==> src/design/aasr_pkg.sv <==
/*
 * Package for the autostart serial readout block: frame length, timing
 * constants and state encodings.
 * Assumes a 200 MHz system clock; nothing else.
 */
package aasr_pkg;
   // System clock period in picoseconds.
   localparam int unsigned CLK_PERIOD_PS    = 5000;
   // Internal serial clock half period in nanoseconds.
   localparam int unsigned SCK_HALF_NS      = 40;
   // Half period in system clock cycles, rounded down, at least one.
   localparam int unsigned SCK_HALF_CYC     =
      (SCK_HALF_NS * 1000 / CLK_PERIOD_PS) < 1 ? 1 :
      (SCK_HALF_NS * 1000 / CLK_PERIOD_PS);
   // Rising serial clock edges in one output frame.
   localparam int unsigned FRAME_EDGES      = 24;
   // Result width shifted after the leading done bit.
   localparam int unsigned RESULT_W         = 23;
   // Default conversion length in system cycles.
   localparam int unsigned CONV_CYC_DEF     = 64;
   // Default sleep length standing in for the timing capacitor.
   localparam int unsigned SLEEP_CYC_DEF    = 32;
   // Sequencer states.
   typedef enum logic [2:0] {
      AASR_CONV  = 3'b000,
      AASR_SLEEP = 3'b001,
      AASR_LOW   = 3'b010,
      AASR_HIGH  = 3'b011
   } aasr_state_t;
endpackage : aasr_pkg

==> src/design/aasr_fifo_if.sv <==
/*
 * Interface carrying a valid/ready word stream between modules.
 * Assumes producer and consumer share one clock.
 */
`timescale 1ns/1ps
`default_nettype none
interface aasr_fifo_if #(parameter int W = 23);
   logic         valid;  // Word offered.
   logic         ready;  // Word accepted.
   logic [W-1:0] data;   // Word payload.
   modport src (output valid, output data, input ready);
   modport dst (input valid, input data, output ready);
endinterface : aasr_fifo_if
`default_nettype wire

==> src/design/aasr_fifo.sv <==
/*
 * Small synchronous FIFO with valid/ready on both sides.
 * Assumes one clock and asynchronous active-low reset.
 */
`timescale 1ns/1ps
`default_nettype none
module aasr_fifo #(
   parameter int W     = 23,
   parameter int DEPTH = 4
) (
   input  wire logic clk,
   input  wire logic rst_b,
   aasr_fifo_if.dst  wr,
   aasr_fifo_if.src  rd
);
   localparam int AW = $clog2(DEPTH);
   logic [W-1:0] mem [DEPTH];      // Word storage.
   logic [AW:0]  cnt_r, cnt_nxt;   // Fill level.
   logic [AW-1:0] wp_r, wp_nxt;    // Write pointer.
   logic [AW-1:0] rp_r, rp_nxt;    // Read pointer.
   logic push;                     // Write accepted.
   logic pop;                      // Read accepted.

   // Honest full and empty drive the handshakes.
   assign wr.ready = (cnt_r != (AW+1)'(DEPTH));
   assign rd.valid = (cnt_r != '0);
   assign rd.data  = mem[rp_r];
   assign push     = wr.valid && wr.ready;
   assign pop      = rd.valid && rd.ready;

   // Pointer and level updates.
   always_comb begin
      wp_nxt  = push ? AW'((wp_r + 1'b1) % DEPTH) : wp_r;
      rp_nxt  = pop  ? AW'((rp_r + 1'b1) % DEPTH) : rp_r;
      cnt_nxt = cnt_r + (AW+1)'(push) - (AW+1)'(pop);
   end

   // Registers only.
   always_ff @(posedge clk or negedge rst_b) begin
      if (!rst_b) begin
         cnt_r <= '0;
         wp_r  <= '0;
         rp_r  <= '0;
      end else begin
         cnt_r <= cnt_nxt;
         wp_r  <= wp_nxt;
         rp_r  <= rp_nxt;
      end
   end

   // Storage write, no reset needed on data.
   always_ff @(posedge clk) begin
      if (push) begin
         mem[wp_r] <= wr.data;
      end
   end
endmodule : aasr_fifo
`default_nettype wire

==> src/design/aasr_top.sv <==
/*
 * Autostart serial readout sequencer: converts, sleeps on a timer that
 * models the chip-select capacitor, then drives a 24-edge serial frame.
 * Assumes results arrive on a valid/ready port in this clock domain and
 * that the serial clock pin is sampled from outside through two flops.
 */
// Summary of operation
// - Chip select held high during conversion.
// - Conversion end enters sleep, starts discharge.
// - Threshold crossing starts output without host.
// - Frame spans exactly 24 rising edges.
// - Data changes on falling serial edges.
// - Device drives its own serial clock.
// - After edge 24 and its high half period, restart conversion.
// - Threshold crossing picks clock mode from the pulled-up clock pin.
// - Clock pin pulled up while discharging.
// - Outputs high converting, low when done.
// - Sleep at least half serial period.
// - Host samples done bit edge 1.
`timescale 1ns/1ps
`default_nettype none
module aasr_top
   import aasr_pkg::*;
#(
   parameter int unsigned CONV_CYC  = aasr_pkg::CONV_CYC_DEF,
   parameter int unsigned SLEEP_CYC = aasr_pkg::SLEEP_CYC_DEF,
   parameter int unsigned FIFO_DEPTH = 4
) (
   input  wire logic                         clk,
   input  wire logic                         rst_b,
   input  wire logic                         res_valid,
   output logic                              res_ready,
   input  wire logic [aasr_pkg::RESULT_W-1:0] res_data,
   output logic                              conv_busy,
   output logic                              cs_pullup_en,
   output logic                              cs_sink_en,
   output logic                              sck_o,
   output logic                              sck_oe,
   input  wire logic                         sck_i,
   output logic                              sck_pullup_en,
   output logic                              sdo_o,
   output logic                              sdo_oe,
   output logic                              int_sck_mode
);
   import aasr_pkg::*;

   aasr_fifo_if #(.W(RESULT_W)) in_if ();   // Producer to FIFO.
   aasr_fifo_if #(.W(RESULT_W)) out_if ();  // FIFO to shifter.

   assign in_if.valid = res_valid;
   assign in_if.data  = res_data;
   assign res_ready   = in_if.ready;

   // Result buffer between converter core and shifter.
   aasr_fifo #(.W(RESULT_W), .DEPTH(FIFO_DEPTH)) u_fifo (
      .clk   (clk),
      .rst_b (rst_b),
      .wr    (in_if),
      .rd    (out_if)
   );

   aasr_state_t       st_r, st_nxt;        // Sequencer state.
   logic [31:0]       tmr_r, tmr_nxt;      // Conversion/sleep/half timer.
   logic [4:0]        edg_r, edg_nxt;      // Rising edges issued.
   logic [RESULT_W:0] shf_r, shf_nxt;      // Done bit plus result.
   logic              sck_r, sck_nxt;      // Serial clock level.
   logic              sdo_r, sdo_nxt;      // Serial data level.
   logic              mode_r, mode_nxt;    // Internal clock mode chosen.
   logic              sck_s1_r, sck_s2_r;  // Clock pin synchroniser.
   logic              thr_cross;           // Modelled threshold crossing.

   // The clock pin comes from outside, so two flops before use.
   always_ff @(posedge clk or negedge rst_b) begin
      if (!rst_b) begin
         sck_s1_r <= 1'b1;
         sck_s2_r <= 1'b1;
      end else begin
         sck_s1_r <= sck_i;
         sck_s2_r <= sck_s1_r;
      end
   end

   // Sleep timer expiry stands in for the capacitor voltage crossing.
   assign thr_cross = (st_r == AASR_SLEEP)
                   && (tmr_r == 32'h0000_0000);

   // Next-state logic for the whole sequencer.
   always_comb begin
      st_nxt   = st_r;
      tmr_nxt  = tmr_r;
      edg_nxt  = edg_r;
      shf_nxt  = shf_r;
      sck_nxt  = sck_r;
      sdo_nxt  = sdo_r;
      mode_nxt = mode_r;
      out_if.ready = 1'b0;
      unique case (st_r)
         AASR_CONV: begin
            // Conversion ends once time is up and a result waits.
            if (tmr_r != 32'h0000_0000) begin
               tmr_nxt = tmr_r - 32'h0000_0001;
            end else if (out_if.valid) begin
               out_if.ready = 1'b1;
               shf_nxt = {1'b0, out_if.data};
               sck_nxt = 1'b0;
               sdo_nxt = 1'b0;
               // Sleep never shorter than half a serial period.
               tmr_nxt = (SLEEP_CYC > SCK_HALF_CYC) ?
                         32'(SLEEP_CYC) : 32'(SCK_HALF_CYC);
               st_nxt  = AASR_SLEEP;
            end
         end
         AASR_SLEEP: begin
            if (!thr_cross) begin
               tmr_nxt = tmr_r - 32'h0000_0001;
            end else begin
               // Mode picked from the pulled-up clock pin.
               mode_nxt = sck_s2_r;
               edg_nxt  = 5'h00;
               tmr_nxt  = 32'(SCK_HALF_CYC - 1);
               st_nxt   = AASR_LOW;
            end
         end
         AASR_LOW: begin
            if (tmr_r != 32'h0000_0000) begin
               tmr_nxt = tmr_r - 32'h0000_0001;
            end else begin
               sck_nxt = 1'b1;
               edg_nxt = edg_r + 5'h01;
               tmr_nxt = 32'(SCK_HALF_CYC - 1);
               st_nxt  = AASR_HIGH;
            end
         end
         AASR_HIGH: begin
            if (tmr_r != 32'h0000_0000) begin
               tmr_nxt = tmr_r - 32'h0000_0001;
            end else if (edg_r == 5'(FRAME_EDGES)) begin
               // Frame over: both lines high, new conversion.
               sdo_nxt = 1'b1;
               tmr_nxt = 32'(CONV_CYC);
               st_nxt  = AASR_CONV;
            end else begin
               sck_nxt = 1'b0;
               sdo_nxt = shf_r[RESULT_W-1];
               shf_nxt = {shf_r[RESULT_W-1:0], 1'b0};
               tmr_nxt = 32'(SCK_HALF_CYC - 1);
               st_nxt  = AASR_LOW;
            end
         end
         default: begin
            st_nxt = AASR_CONV;
         end
      endcase
   end

   // Registers only; conversion starts out of reset.
   always_ff @(posedge clk or negedge rst_b) begin
      if (!rst_b) begin
         st_r   <= AASR_CONV;
         tmr_r  <= 32'(CONV_CYC_DEF);
         edg_r  <= 5'h00;
         shf_r  <= '0;
         sck_r  <= 1'b1;
         sdo_r  <= 1'b1;
         mode_r <= 1'b1;
      end else begin
         st_r   <= st_nxt;
         tmr_r  <= tmr_nxt;
         edg_r  <= edg_nxt;
         shf_r  <= shf_nxt;
         sck_r  <= sck_nxt;
         sdo_r  <= sdo_nxt;
         mode_r <= mode_nxt;
      end
   end

   // Pin controls follow the state.
   assign conv_busy     = (st_r == AASR_CONV);
   assign cs_pullup_en  = (st_r != AASR_SLEEP);
   assign cs_sink_en    = (st_r == AASR_SLEEP);
   assign sck_pullup_en = (st_r == AASR_SLEEP);
   assign sck_o         = sck_r;
   assign sck_oe        = (st_r != AASR_SLEEP);
   assign sdo_o         = sdo_r;
   assign sdo_oe        = 1'b1;
   assign int_sck_mode  = mode_r;
endmodule : aasr_top
`default_nettype wire

==> config.mk <==
export PLATFORM = sky130hd
export DESIGN_NAME = aasr_top
export DESIGN_NICKNAME = d
export VERILOG_FILES = /design/src/design/aasr_pkg.sv /design/src/design/aasr_fifo_if.sv /design/src/design/aasr_fifo.sv /design/src/design/aasr_top.sv
export SDC_FILE = /design/constraint.sdc
export NUM_CORES = 1
export LEC_CHECK = 0
export BUFFER_PORTS_ARGS = -buffer_cell sky130_fd_sc_hd__buf_2
export CAP_MARGIN = 0
export CORE_ASPECT_RATIO = 1.25
export CORE_UTILIZATION = 40
export DETAILED_ROUTE_END_ITERATION = 10
export PLACE_DENSITY = 0.62
export SLEW_MARGIN = 40
export SYNTH_ARGS = -nofsm -noshare
export SYNTH_HDL_FRONTEND = slang
export SYNTH_SLANG_ARGS = --single-unit
export TNS_END_PERCENT = 1
==> constraint.sdc <==
create_clock -name clk -period 4.1 [get_ports clk]
set_input_delay 0.205 -clock clk [delete_from_list [all_inputs] [get_ports clk]]
set_output_delay 0.205 -clock clk [all_outputs]
set_load 0.005 [all_outputs]
Word level (Yosys, flattened, before mapping)
Memory sizes are Yosys's and may differ from the RTL's.
Cells that the tools add are included.

word-level totals
  flip-flop bits (word level) = 75
  bits in latches = 0
  bits in writable memories = 92
  bits in read-only memories = 0
  input port bits = 27
  output and inout port bits = 10
  logic and storage cells = 86
  memories kept = 1

cells by class
  $add $sub $neg = 6
  multipliers = 0
  divide/modulo/power cells = 0
  magnitude comparators = 0
  equality and inequality tests = 13
  shifts and indexed selects = 0
  muxes and demuxes = 36
  bitwise logic cells = 0
  reductions and logical operators = 18

memories
  memory      words  width  rd ports  clocked after Yosys merged registers in  write ports  line             text
  u_fifo.mem  4      23     1         0                                        1            aasr_fifo.sv:17  logic [W-1:0] mem [DEPTH];

operator list
  cell                     count
  $mux W32                 5
  $pmux W32 S4             1
  $mux W23                 4
  $pmux W23 S2             1
  $logic_not A32 Y1        1
  $reduce_bool A32 Y1      1
  $sub A32 B1 Y32 const B  1
  $mux W3                  5
  $mux W1                  12
  $pmux W3 S4              1
  $mux W5                  2
  $pmux W5 S2              1
  $reduce_and A5 Y1        2
  $ne A2 B2 Y1 const B     4
  $mux W7                  1
  $eq A3 B2 Y1 const B     2
  $ne A3 B1 Y1 const B     2
  $reduce_and A6 Y1        1
  $reduce_bool A3 Y1       2
  $add A5 B1 Y5 const B    1
  $eq A5 B5 Y1 const B     1
  $add A2 B1 Y2 const B    2
  $ne A2 B1 Y1 const B     2
  $reduce_and A2 Y1        2
  13 further kinds         16

Longest topological paths before layout
Gate-level depths: netlist of the first run.

  depth in word-level cells = 6
  depth in mapped cells = 12
  mapped depth without buffers = 12

Modules after synthesis
From an unflattened synthesis of the first run, not the netlist that was laid out.

second synthesis, totals
  cells, all modules = 480
  area, all modules = 7,096.8 sq um

modules (own cells, without submodules)
  module     instances  cells an instance  area an instance (sq um)
  aasr_fifo  1          162                3,831.2
  aasr_top   1          318                3,265.6

Worst setup path after synthesis of the first run
No wires, ideal clock.

  path kind = reg-to-reg
  start = register tmr_r[23]
  end = register u_fifo.cnt_r[2]
  data arrival time = 3,048 ps
  required time = 3,975 ps
  setup slack = 927 ps
  stages on the path, launching flop included = 11
  cell sequence = dfrtp_1 > or4_4 > or4_1 > nor4_4 > ha_1 > inv_1 > ha_1 > inv_1 > fa_1 > xnor2_1 > xnor2_1

between the ends
  word-level cells in the longest chain between the ends = 5

ends and longest elaborated chain
  item                    line             text
  from (decl)             aasr_top.sv:63   logic [31:0] tmr_r, tmr_nxt;
  from (signal assigned)  aasr_top.sv:160  tmr_r <= 32'(CONV_CYC_DEF);
  from (signal assigned)  aasr_top.sv:168  tmr_r <= tmr_nxt;
  $reduce_bool A32 Y1     aasr_top.sv:100  if (tmr_r != 32'h0000_0000) begin
  $mux W1                 aasr_top.sv:100
  $mux W1                 aasr_top.sv:97   unique case (st_r)
  $logic_and A1 B1 Y1     aasr_fifo.sv:29  assign pop = rd.valid && rd.ready;
  net u_fifo.pop          aasr_fifo.sv:22  logic pop;
  $sub A3 B1 Y3           aasr_fifo.sv:35  cnt_nxt = cnt_r + (AW+1)'(push) - (AW+1)'(pop);
  net u_fifo.cnt_nxt[2]   aasr_fifo.sv:18  logic [AW:0] cnt_r, cnt_nxt;
  to (signal assigned)    aasr_fifo.sv:45  cnt_r <= cnt_nxt;
  to (decl)               aasr_fifo.sv:18

The timed path passes the listed nets, and every way through them passes these cells.
A chain may end at the register's enable or synchronous reset.

Worst setup path in the final report of the first run
  start = register tmr_r[0]
  end = register u_fifo.cnt_r[2]

The elaborated chain is that of the path after synthesis.

==> results.py, run 1 <==
metrics = {
    "finish": {
        "postLayoutCoreUtil_pct": 48.11,
        "final_nets": 548,
        "fillers": 1522,
        "drive_gt1_share_pct": 29.77,
        "area_delta_synth_final_pct": 18.24,
        "diodes": 0,
    },
    "run_status": {
        "status": "completed",
    },
    "clock_network": {
        "postCtsResizedCells": 0,
        "htreeDepth": 4,
        "numCtsBuffers": 17,
        "clock-root-buffer": "clkbuf_16",
        "postCtsHoldBufs": 25,
        "worstSkewPairLatency_ns": 0.43,
        "clockBufferDepth": 2,
        "cts_tree": "built",
        "postCtsSetupRepairBufs": 0,
        "cts.clk_slew.worst_paths_ns": 0.06,
        "cts_sinks": 166,
    },
    "floorplanning": {
        "pin_count": 37,
        "die_x_um": 121.1,
        "start_util_pct": 40.69,
        "die_h_um": 150.9,
        "core.rowCount": 54,
        "die_area_um2": 18270,
        "coreArea_um2": 17430,
    },
    "yosys": {
        "synthFlopType": "edfxtp_1",
        "yosys-top-cells-area": "edfxtp_1 39%, dfrtp_1 24%, mux4_2 7.3%, mux2_2 4.1%, mux2_4 3.8%",
        "syn-num-nets": 478,
        "synth_edf_count": 92,
        "synth-seq-area-share_pct": 65.16,
        "syn_area_um2": 7093,
        "yosysUniqueCellTypes": 56,
        "yosys_warnings": 0,
        "yosys.area.top_type_share_pct": 38.95,
        "ys_ff_latch": 166,
        "synth_top_cell_by_area": "edfxtp_1",
        "postSynthAreaPerCell_um2": 16.08,
        "async_flop_share_pct": 44.58,
        "syn_inst": 441,
    },
    "timing": {
        "fmax_ghz": 0.2934,
        "hold_viol_final": 0,
        "slew_headroom_pct": 54.93,
        "period_minus_slack_ns": 3.408,
        "tns_ns": 0,
        "timing.final.max_slew_violations": 0,
        "fin_skew_ns": 0.008921,
        "worst_slew_pin_slew_ns": 0.6698,
        "finalSetupViolCount": 0,
        "finalCritPeriodShare_pct": 83.12,
        "rsz0062_at_grt": "false",
    },
    "critical_path": {
        "r2r_cells": 12,
        "crit_type": "flip-flop to flip-flop",
        "required_ns": 4.41,
        "end_kind": "flip-flop",
        "startpoint_type": "flip-flop",
        "cp.buffers_inverters": 3,
        "arrival_ns": 3.71,
        "timing.rr.end": "u_fifo.cnt_r[2]$_DFF_PN0_",
        "cp_slowest_stage_delay_ns": 0.54,
        "rr_startpoint": "tmr_r[0]$_DFFE_PN0P_",
        "rrSetupSlack_ns": 0.69,
        "slowest_stage": "nor3b_1",
        "worstPathCellList": "inv_1 -> ha_1 -> nor3b_1 -> nand4_1 -> nor4_4 -> ha_1 -> inv_1 -> ha_1 -> inv_1 -> fa_1 -> xnor2_1 -> xnor2_1",
        "crit_fanout": 6,
        "path_delay_family": "simple AND/OR/NAND/NOR gates",
    },
    "routing": {
        "drt_wl_total_um": 12150,
        "wl_per_cell_um": 16.24,
        "drc": 0,
        "drt_pre_antenna_iters": 6,
        "ant_nets": 0,
        "viasPerCell": 5.122,
        "num_vias": 3831,
        "drtIter0Drc": 150,
    },
    "grt": {
        "grt_max_degree": 75,
        "grt_pass1_vias": 4126,
        "grt_antenna_before_repair": 0,
        "grt_pass1_wl_um": 20400,
        "grt_usage_pct": 14.87,
        "globalRouteOverflowTotal": 0,
    },
    "job": {
        "maxCapViolCount": 0,
    },
    "place": {
        "numPortBuffers": 35,
        "dp_hpwl_um": 7413,
        "routabilityCongestion": 0.7938,
    },
    "worst_hold_path": {
        "whs_path_depth": 3,
        "min_to": "u_fifo.wp_r[0]$_DFFE_PN0P_",
        "hp-start": "res_valid",
        "worstHoldPathType": "input port to flip-flop",
    },
    "power": {
        "p_per_area_nw_per_um2": 571.9,
        "p_leak_uw": 0.003350,
        "peakVddDrop_v": 0.0003846,
    },
}
[worst register-to-register path: stages, from the launching register on]
cell     delay, ns
dfrtp_1       0.42
inv_1         0.08
ha_1          0.18
nor3b_1       0.54
nand4_1       0.41
nor4_4        0.51
ha_1          0.31
inv_1         0.05
ha_1          0.12
inv_1         0.05
fa_1          0.37
xnor2_1       0.14
xnor2_1       0.12
[metal layers]
metal  up-vias  GRT usage, %  wire, um
met2        58         25.83      6281
met1      1939         16.93      5185
met3        24         4.179       399
li1       1810             -         -
met4         0         6.914       283
met5         -             0         0
[Yosys cell counts, drive strengths merged (2+ instances only)]
library cell,number
dfrtp,68
buf,9
nor4,7
or4,11
mux4,23
nand2b,4
mux2,45
or3,6
clkbuf,10
xnor2,14
o21ai,8
or2,3
and3,4
mux2i,4
and2,2
xor2,13
nor2,15
edfxtp,92
a21oi,8
inv,16
nand4,2
nand3,6
a211oi,2
nor3,9
o31ai,2
o311ai,2
a21o,2
nand2,20
a41oi,2
o41ai,3
dfstp,6
ha,9
[where the power goes]
group / switching, uW / internal (uW)
registers: 180 / 2120
clock network: 654 / 987
logic: 465 / 387
total: 1300 / 3500
[cell type report]
type / instances / area (um^2) / share of cell area, %
inverters: 16 / 60.06 / 0.7161
clock inverters: 12 / 166.4 / 1.984
clock buffers: 20 / 446.7 / 5.326
flip-flops and latches: 166 / 4622 / 55.11
multi-input cells: 240 / 2305 / 27.48
well taps: 224 / 280.3 / 3.342
repair buffers: 70 / 506.7 / 6.042
[registers in the layout, indices dropped and copies added, names as in the netlist]
name and cells:
tmr_r 32, st_r 2, edg_r 5, u_fifo.cnt_r 3, sdo_o 1, u_fifo.rp_r 2
sck_o 1, u_fifo.mem 92, shf_r 23, u_fifo.wp_r 2, sck_s1_r 1, int_sck_mode 1
sck_s2_r 1
[layout by cell type, fill, tap and decap left out, types with 10 or more instances in the layout]
cell type,netlist,final
inv_1,16,16
mux2_2,26,26
xor2_1,13,13
or4_1,10,10
buf_2,1,34
buf_4,3,10
clkbuf_16,0,17
mux4_2,23,23
dlygate4sd3_1,0,25
nor2_1,15,15
mux2_4,18,18
dfrtp_1,68,68
nand2_1,20,20
xnor2_1,14,14
edfxtp_1,92,92
[worst max path at each step]
stage / from / to / slack, ns / cells past startpoint
global placement: tmr_r[23]$_DFFE_PN0P_ / u_fifo.cnt_r[2]$_DFF_PN0_ / 0.78 / 10
finish: tmr_r[0]$_DFFE_PN0P_ / u_fifo.cnt_r[2]$_DFF_PN0_ / 0.69 / 12
CTS: tmr_r[1]$_DFFE_PN0P_ / u_fifo.cnt_r[2]$_DFF_PN0_ / 0.73 / 12
floorplan: tmr_r[23]$_DFFE_PN0P_ / u_fifo.cnt_r[2]$_DFF_PN0_ / 0.93 / 10
detailed placement: tmr_r[23]$_DFFE_PN0P_ / u_fifo.cnt_r[2]$_DFF_PN0_ / 0.76 / 10
global route: tmr_r[1]$_DFFE_PN0P_ / u_fifo.cnt_r[2]$_DFF_PN0_ / 0.31 / 12
[cells by family (layout without fill, tap and decap cells)]
| logic type | count (synthesis) | count (layout) | synth area share, % |
|---|---|---|---|
| fa+ha+maj | 10 | 10 | 1.870 |
| compound gates | 36 | 36 | 3.563 |
| buf+inv | 35 | 118 | 2.346 |
| flops | 166 | 166 | 65.16 |
| simple gates | 94 | 94 | 7.709 |
| other cells | 1 | 1 | 0.05287 |
| mux | 72 | 72 | 15.96 |
| xor+xnor | 27 | 27 | 3.334 |
[per-stage QoR]
stage	cells	area, um^2	hold slack (ns)	setup WS, ns	total power (uW)
floorplan	441	7093	-0.09059	0.9273	2916
global placement	691	7520	0.3114	0.7824	3132
detailed placement	691	7523	0.2818	0.7552	3184
CTS	748	8387	0.2565	0.7260	4858
global route	748	8387	0.3041	0.3060	5040
finish	748	8387	0.2624	0.6923	4797
Note: power is estimated with default switching activity, not from simulation.
==> run 2, diff against run 1 <==
--- a/config.mk
+++ b/config.mk
@@ -10,7 +10,7 @@
 export CORE_ASPECT_RATIO = 1.25
 export CORE_UTILIZATION = 40
 export DETAILED_ROUTE_END_ITERATION = 10
-export PLACE_DENSITY = 0.62
+export PLACE_DENSITY = 0.64
 export SLEW_MARGIN = 40
 export SYNTH_ARGS = -nofsm -noshare
 export SYNTH_HDL_FRONTEND = slang
==> constraint.sdc (replaced) <==
create_clock -name clk -period 2.8 [get_ports clk]
set_input_delay 0.14 -clock clk [delete_from_list [all_inputs] [get_ports clk]]
set_output_delay 0.14 -clock clk [all_outputs]
set_load 0.005 [all_outputs]
==> run 2 against run 1 <==
The flow now finishes with violations (setup timing). Sequential power is 46% higher. Routed wire length rose by 5.8%. Register-to-register slack worse by 0.80 ns. Clock power up 30%. Worst hold slack lost 0.049 ns. Critical endpoint unchanged. Largest cell class unchanged.
==> results.py, run 2 (same netlist as run 1, synthesis figures left out) <==
metrics = {
    "power": {
        "clock_power_share_pct": 30.3,
        "pwr-share-comb_pct": 22.0,
        "power_uw": 7063,
        "p_switching_uw": 2004,
        "p_sw_share_pct": 28.37,
        "peakVddDrop_v": 0.0005838,
        "pwr-share-seq_pct": 47.6,
        "p_per_area_nw_per_um2": 823.5,
        "p_leak_uw": 0.003480,
        "intPower_uw": 5059,
    },
    "routing": {
        "wl_per_cell_um": 16.57,
        "viasPerCell": 5.126,
        "drtIter0Drc": 219,
        "drt_wl_total_um": 12860,
        "ant_nets": 0,
        "drc": 0,
        "drt_pre_antenna_iters": 4,
        "num_vias": 3978,
    },
    "timing": {
        "slew_headroom_pct": 54.52,
        "hold_viol_final": 0,
        "period_minus_slack_ns": 2.904,
        "timing.final.max_slew_violations": 0,
        "rsz0062_at_grt": "true",
        "fin_ws_ns": -0.1035,
        "hold_slack_ns": 0.2134,
        "fmax_ghz": 0.3444,
        "finalCritPeriodShare_pct": 103.7,
        "worst_slew_pin_slew_ns": 0.6822,
        "fin_skew_ns": 0.009188,
        "finalSetupViolCount": 1,
    },
    "clock_network": {
        "htreeDepth": 4,
        "worstSkewPairLatency_ns": 0.42,
        "cts.clk_slew.worst_paths_ns": 0.07,
        "clock-root-buffer": "clkbuf_16",
        "cts_sinks": 166,
        "cts_tree": "built",
        "clockBufferDepth": 2,
        "numCtsBuffers": 17,
    },
    "worst_hold_path": {
        "whs_path_depth": 3,
        "hp-start": "res_valid",
        "worstHoldPathType": "input port to flip-flop",
        "min_to": "u_fifo.wp_r[0]$_DFFE_PN0P_",
    },
    "critical_path": {
        "crit_type": "flip-flop to flip-flop",
        "end_kind": "flip-flop",
        "rr_startpoint": "tmr_r[21]$_DFFE_PN0P_",
        "startpoint_type": "flip-flop",
        "timing.rr.end": "u_fifo.cnt_r[2]$_DFF_PN0_",
        "required_ns": 3.13,
        "arrival_ns": 3.23,
        "crit_fanout": 2,
        "r2r_cells": 10,
        "rrSetupSlack_ns": -0.10,
    },
    "finish": {
        "largest-register": "u_fifo.mem",
        "drive_gt1_share_pct": 34.60,
        "diodes": 0,
        "regArea_um2": 4622,
        "largest_register_ffs": 92,
        "area_delta_synth_final_pct": 20.92,
        "final_common_cell": "edfxtp_1",
        "final_cells": 776,
        "multi_input_area_um2": 2331,
        "postLayoutCoreUtil_pct": 49.20,
        "fillers": 1520,
        "final_cell_area_um2": 8577,
        "final_nets": 576,
        "reg_top3": "u_fifo.mem (92), tmr_r (32), shf_r (23)",
        "final_cell_mix": "92 x edfxtp_1, 68 x dfrtp_1, 36 x buf_4, 34 x buf_2, 26 x mux2_2",
    },
    "place": {
        "place_area_um2": 7777,
        "dp_hpwl_um": 8110,
        "place_inst": 719,
        "routabilityCongestion": 0.7785,
        "numPortBuffers": 35,
    },
    "run_status": {
        "violations": "setup timing",
        "status": "finished with violations",
    },
    "floorplanning": {
        "core.rowCount": 54,
        "coreArea_um2": 17430,
        "start_util_pct": 40.69,
        "die_area_um2": 18270,
        "pin_count": 37,
        "die_x_um": 121.1,
        "die_h_um": 150.9,
    },
    "grt": {
        "globalRouteOverflowTotal": 0,
        "grt_max_degree": 75,
        "grt_pass1_vias": 4245,
        "grt_antenna_before_repair": 0,
        "grt_usage_pct": 15.52,
        "grt_pass1_wl_um": 21510,
    },
    "job": {
        "maxCapViolCount": 0,
    },
}
[run 2: cell count changes in the layout (fill, tap and decap cells not counted), moves of 2 or more]
cell       change
buf_12         +2
buf_4         +26
bufinv_16      -3
clkinv_2       +2
inv_6          +4
or4_1          -3
or4_4          +3
[run 2: worst max-delay path by stage]
stage / start / endpoint / slack [ns]
floorplan: tmr_r[21]$_DFFE_PN0P_ / u_fifo.cnt_r[2]$_DFF_PN0_ / -0.13
global placement: tmr_r[21]$_DFFE_PN0P_ / u_fifo.cnt_r[2]$_DFF_PN0_ / -0.02
detailed placement: tmr_r[21]$_DFFE_PN0P_ / u_fifo.cnt_r[2]$_DFF_PN0_ / -0.12
CTS: tmr_r[21]$_DFFE_PN0P_ / u_fifo.cnt_r[2]$_DFF_PN0_ / -0.10
global route: tmr_r[21]$_DFFE_PN0P_ / u_fifo.cnt_r[2]$_DFF_PN0_ / -0.22
finish: tmr_r[21]$_DFFE_PN0P_ / u_fifo.cnt_r[2]$_DFF_PN0_ / -0.10
[run 2: critical path: stages, from the launching register on]
cell     delay [ns]
dfrtp_1        0.38
or4_4          0.53
or3_4          0.40
nor4_4         0.31
ha_1           0.28
inv_1          0.06
ha_1           0.13
inv_1          0.05
fa_2           0.35
xnor2_2        0.19
xnor2_1        0.15
[run 2: timing repair]
action	4_1_cts	5_1_grt
pin swaps	0	1
gates resized for setup	1	0
endpoints found under the setup margin	2	2
hold buffers	25	0
endpoints found under the hold margin	161	0
buffers inserted	0	0
[run 2: cell type report]
class / instances / share of cell area, %
sequential: 166 / 53.89
multi-input combinational: 240 / 27.18
timing repair buffer: 98 / 8.651
clock buffer: 18 / 5.004
tap: 224 / 3.268
clock inverter: 14 / 1.313
inverter: 16 / 0.7002
[run 2: per-stage QoR]
step	worst slack, ns	setup TNS (ns)
floorplan	-0.1252	-0.1852
global route	-0.2234	-0.3045
global placement	-0.02106	-0.02106
detailed placement	-0.1158	-0.1208
CTS	-0.1013	-0.1043
finish	-0.1035	-0.1035
[run 2: power by group through the flow]
stage	Clock [uW]	Sequential [uW]	Combinational (uW)
after detailed placement	0	3400	1540
after global routing	2290	3410	1720
after CTS	2200	3360	1590
after floorplan	0	3350	967
after global placement	0	3370	1470
final	2140	3360	1560
[run 2: routing by layer]
| metal | global-route usage [%] | part of all wire, % | vias up |
|---|---|---|---|
| met5 | 0 | 0 | - |
| met4 | 5.494 | 1.5 | 0 |
| met1 | 18.57 | 43 | 2023 |
| li1 | - | - | 1880 |
| met3 | 3.539 | 2.9 | 19 |
| met2 | 27.34 | 53 | 56 |
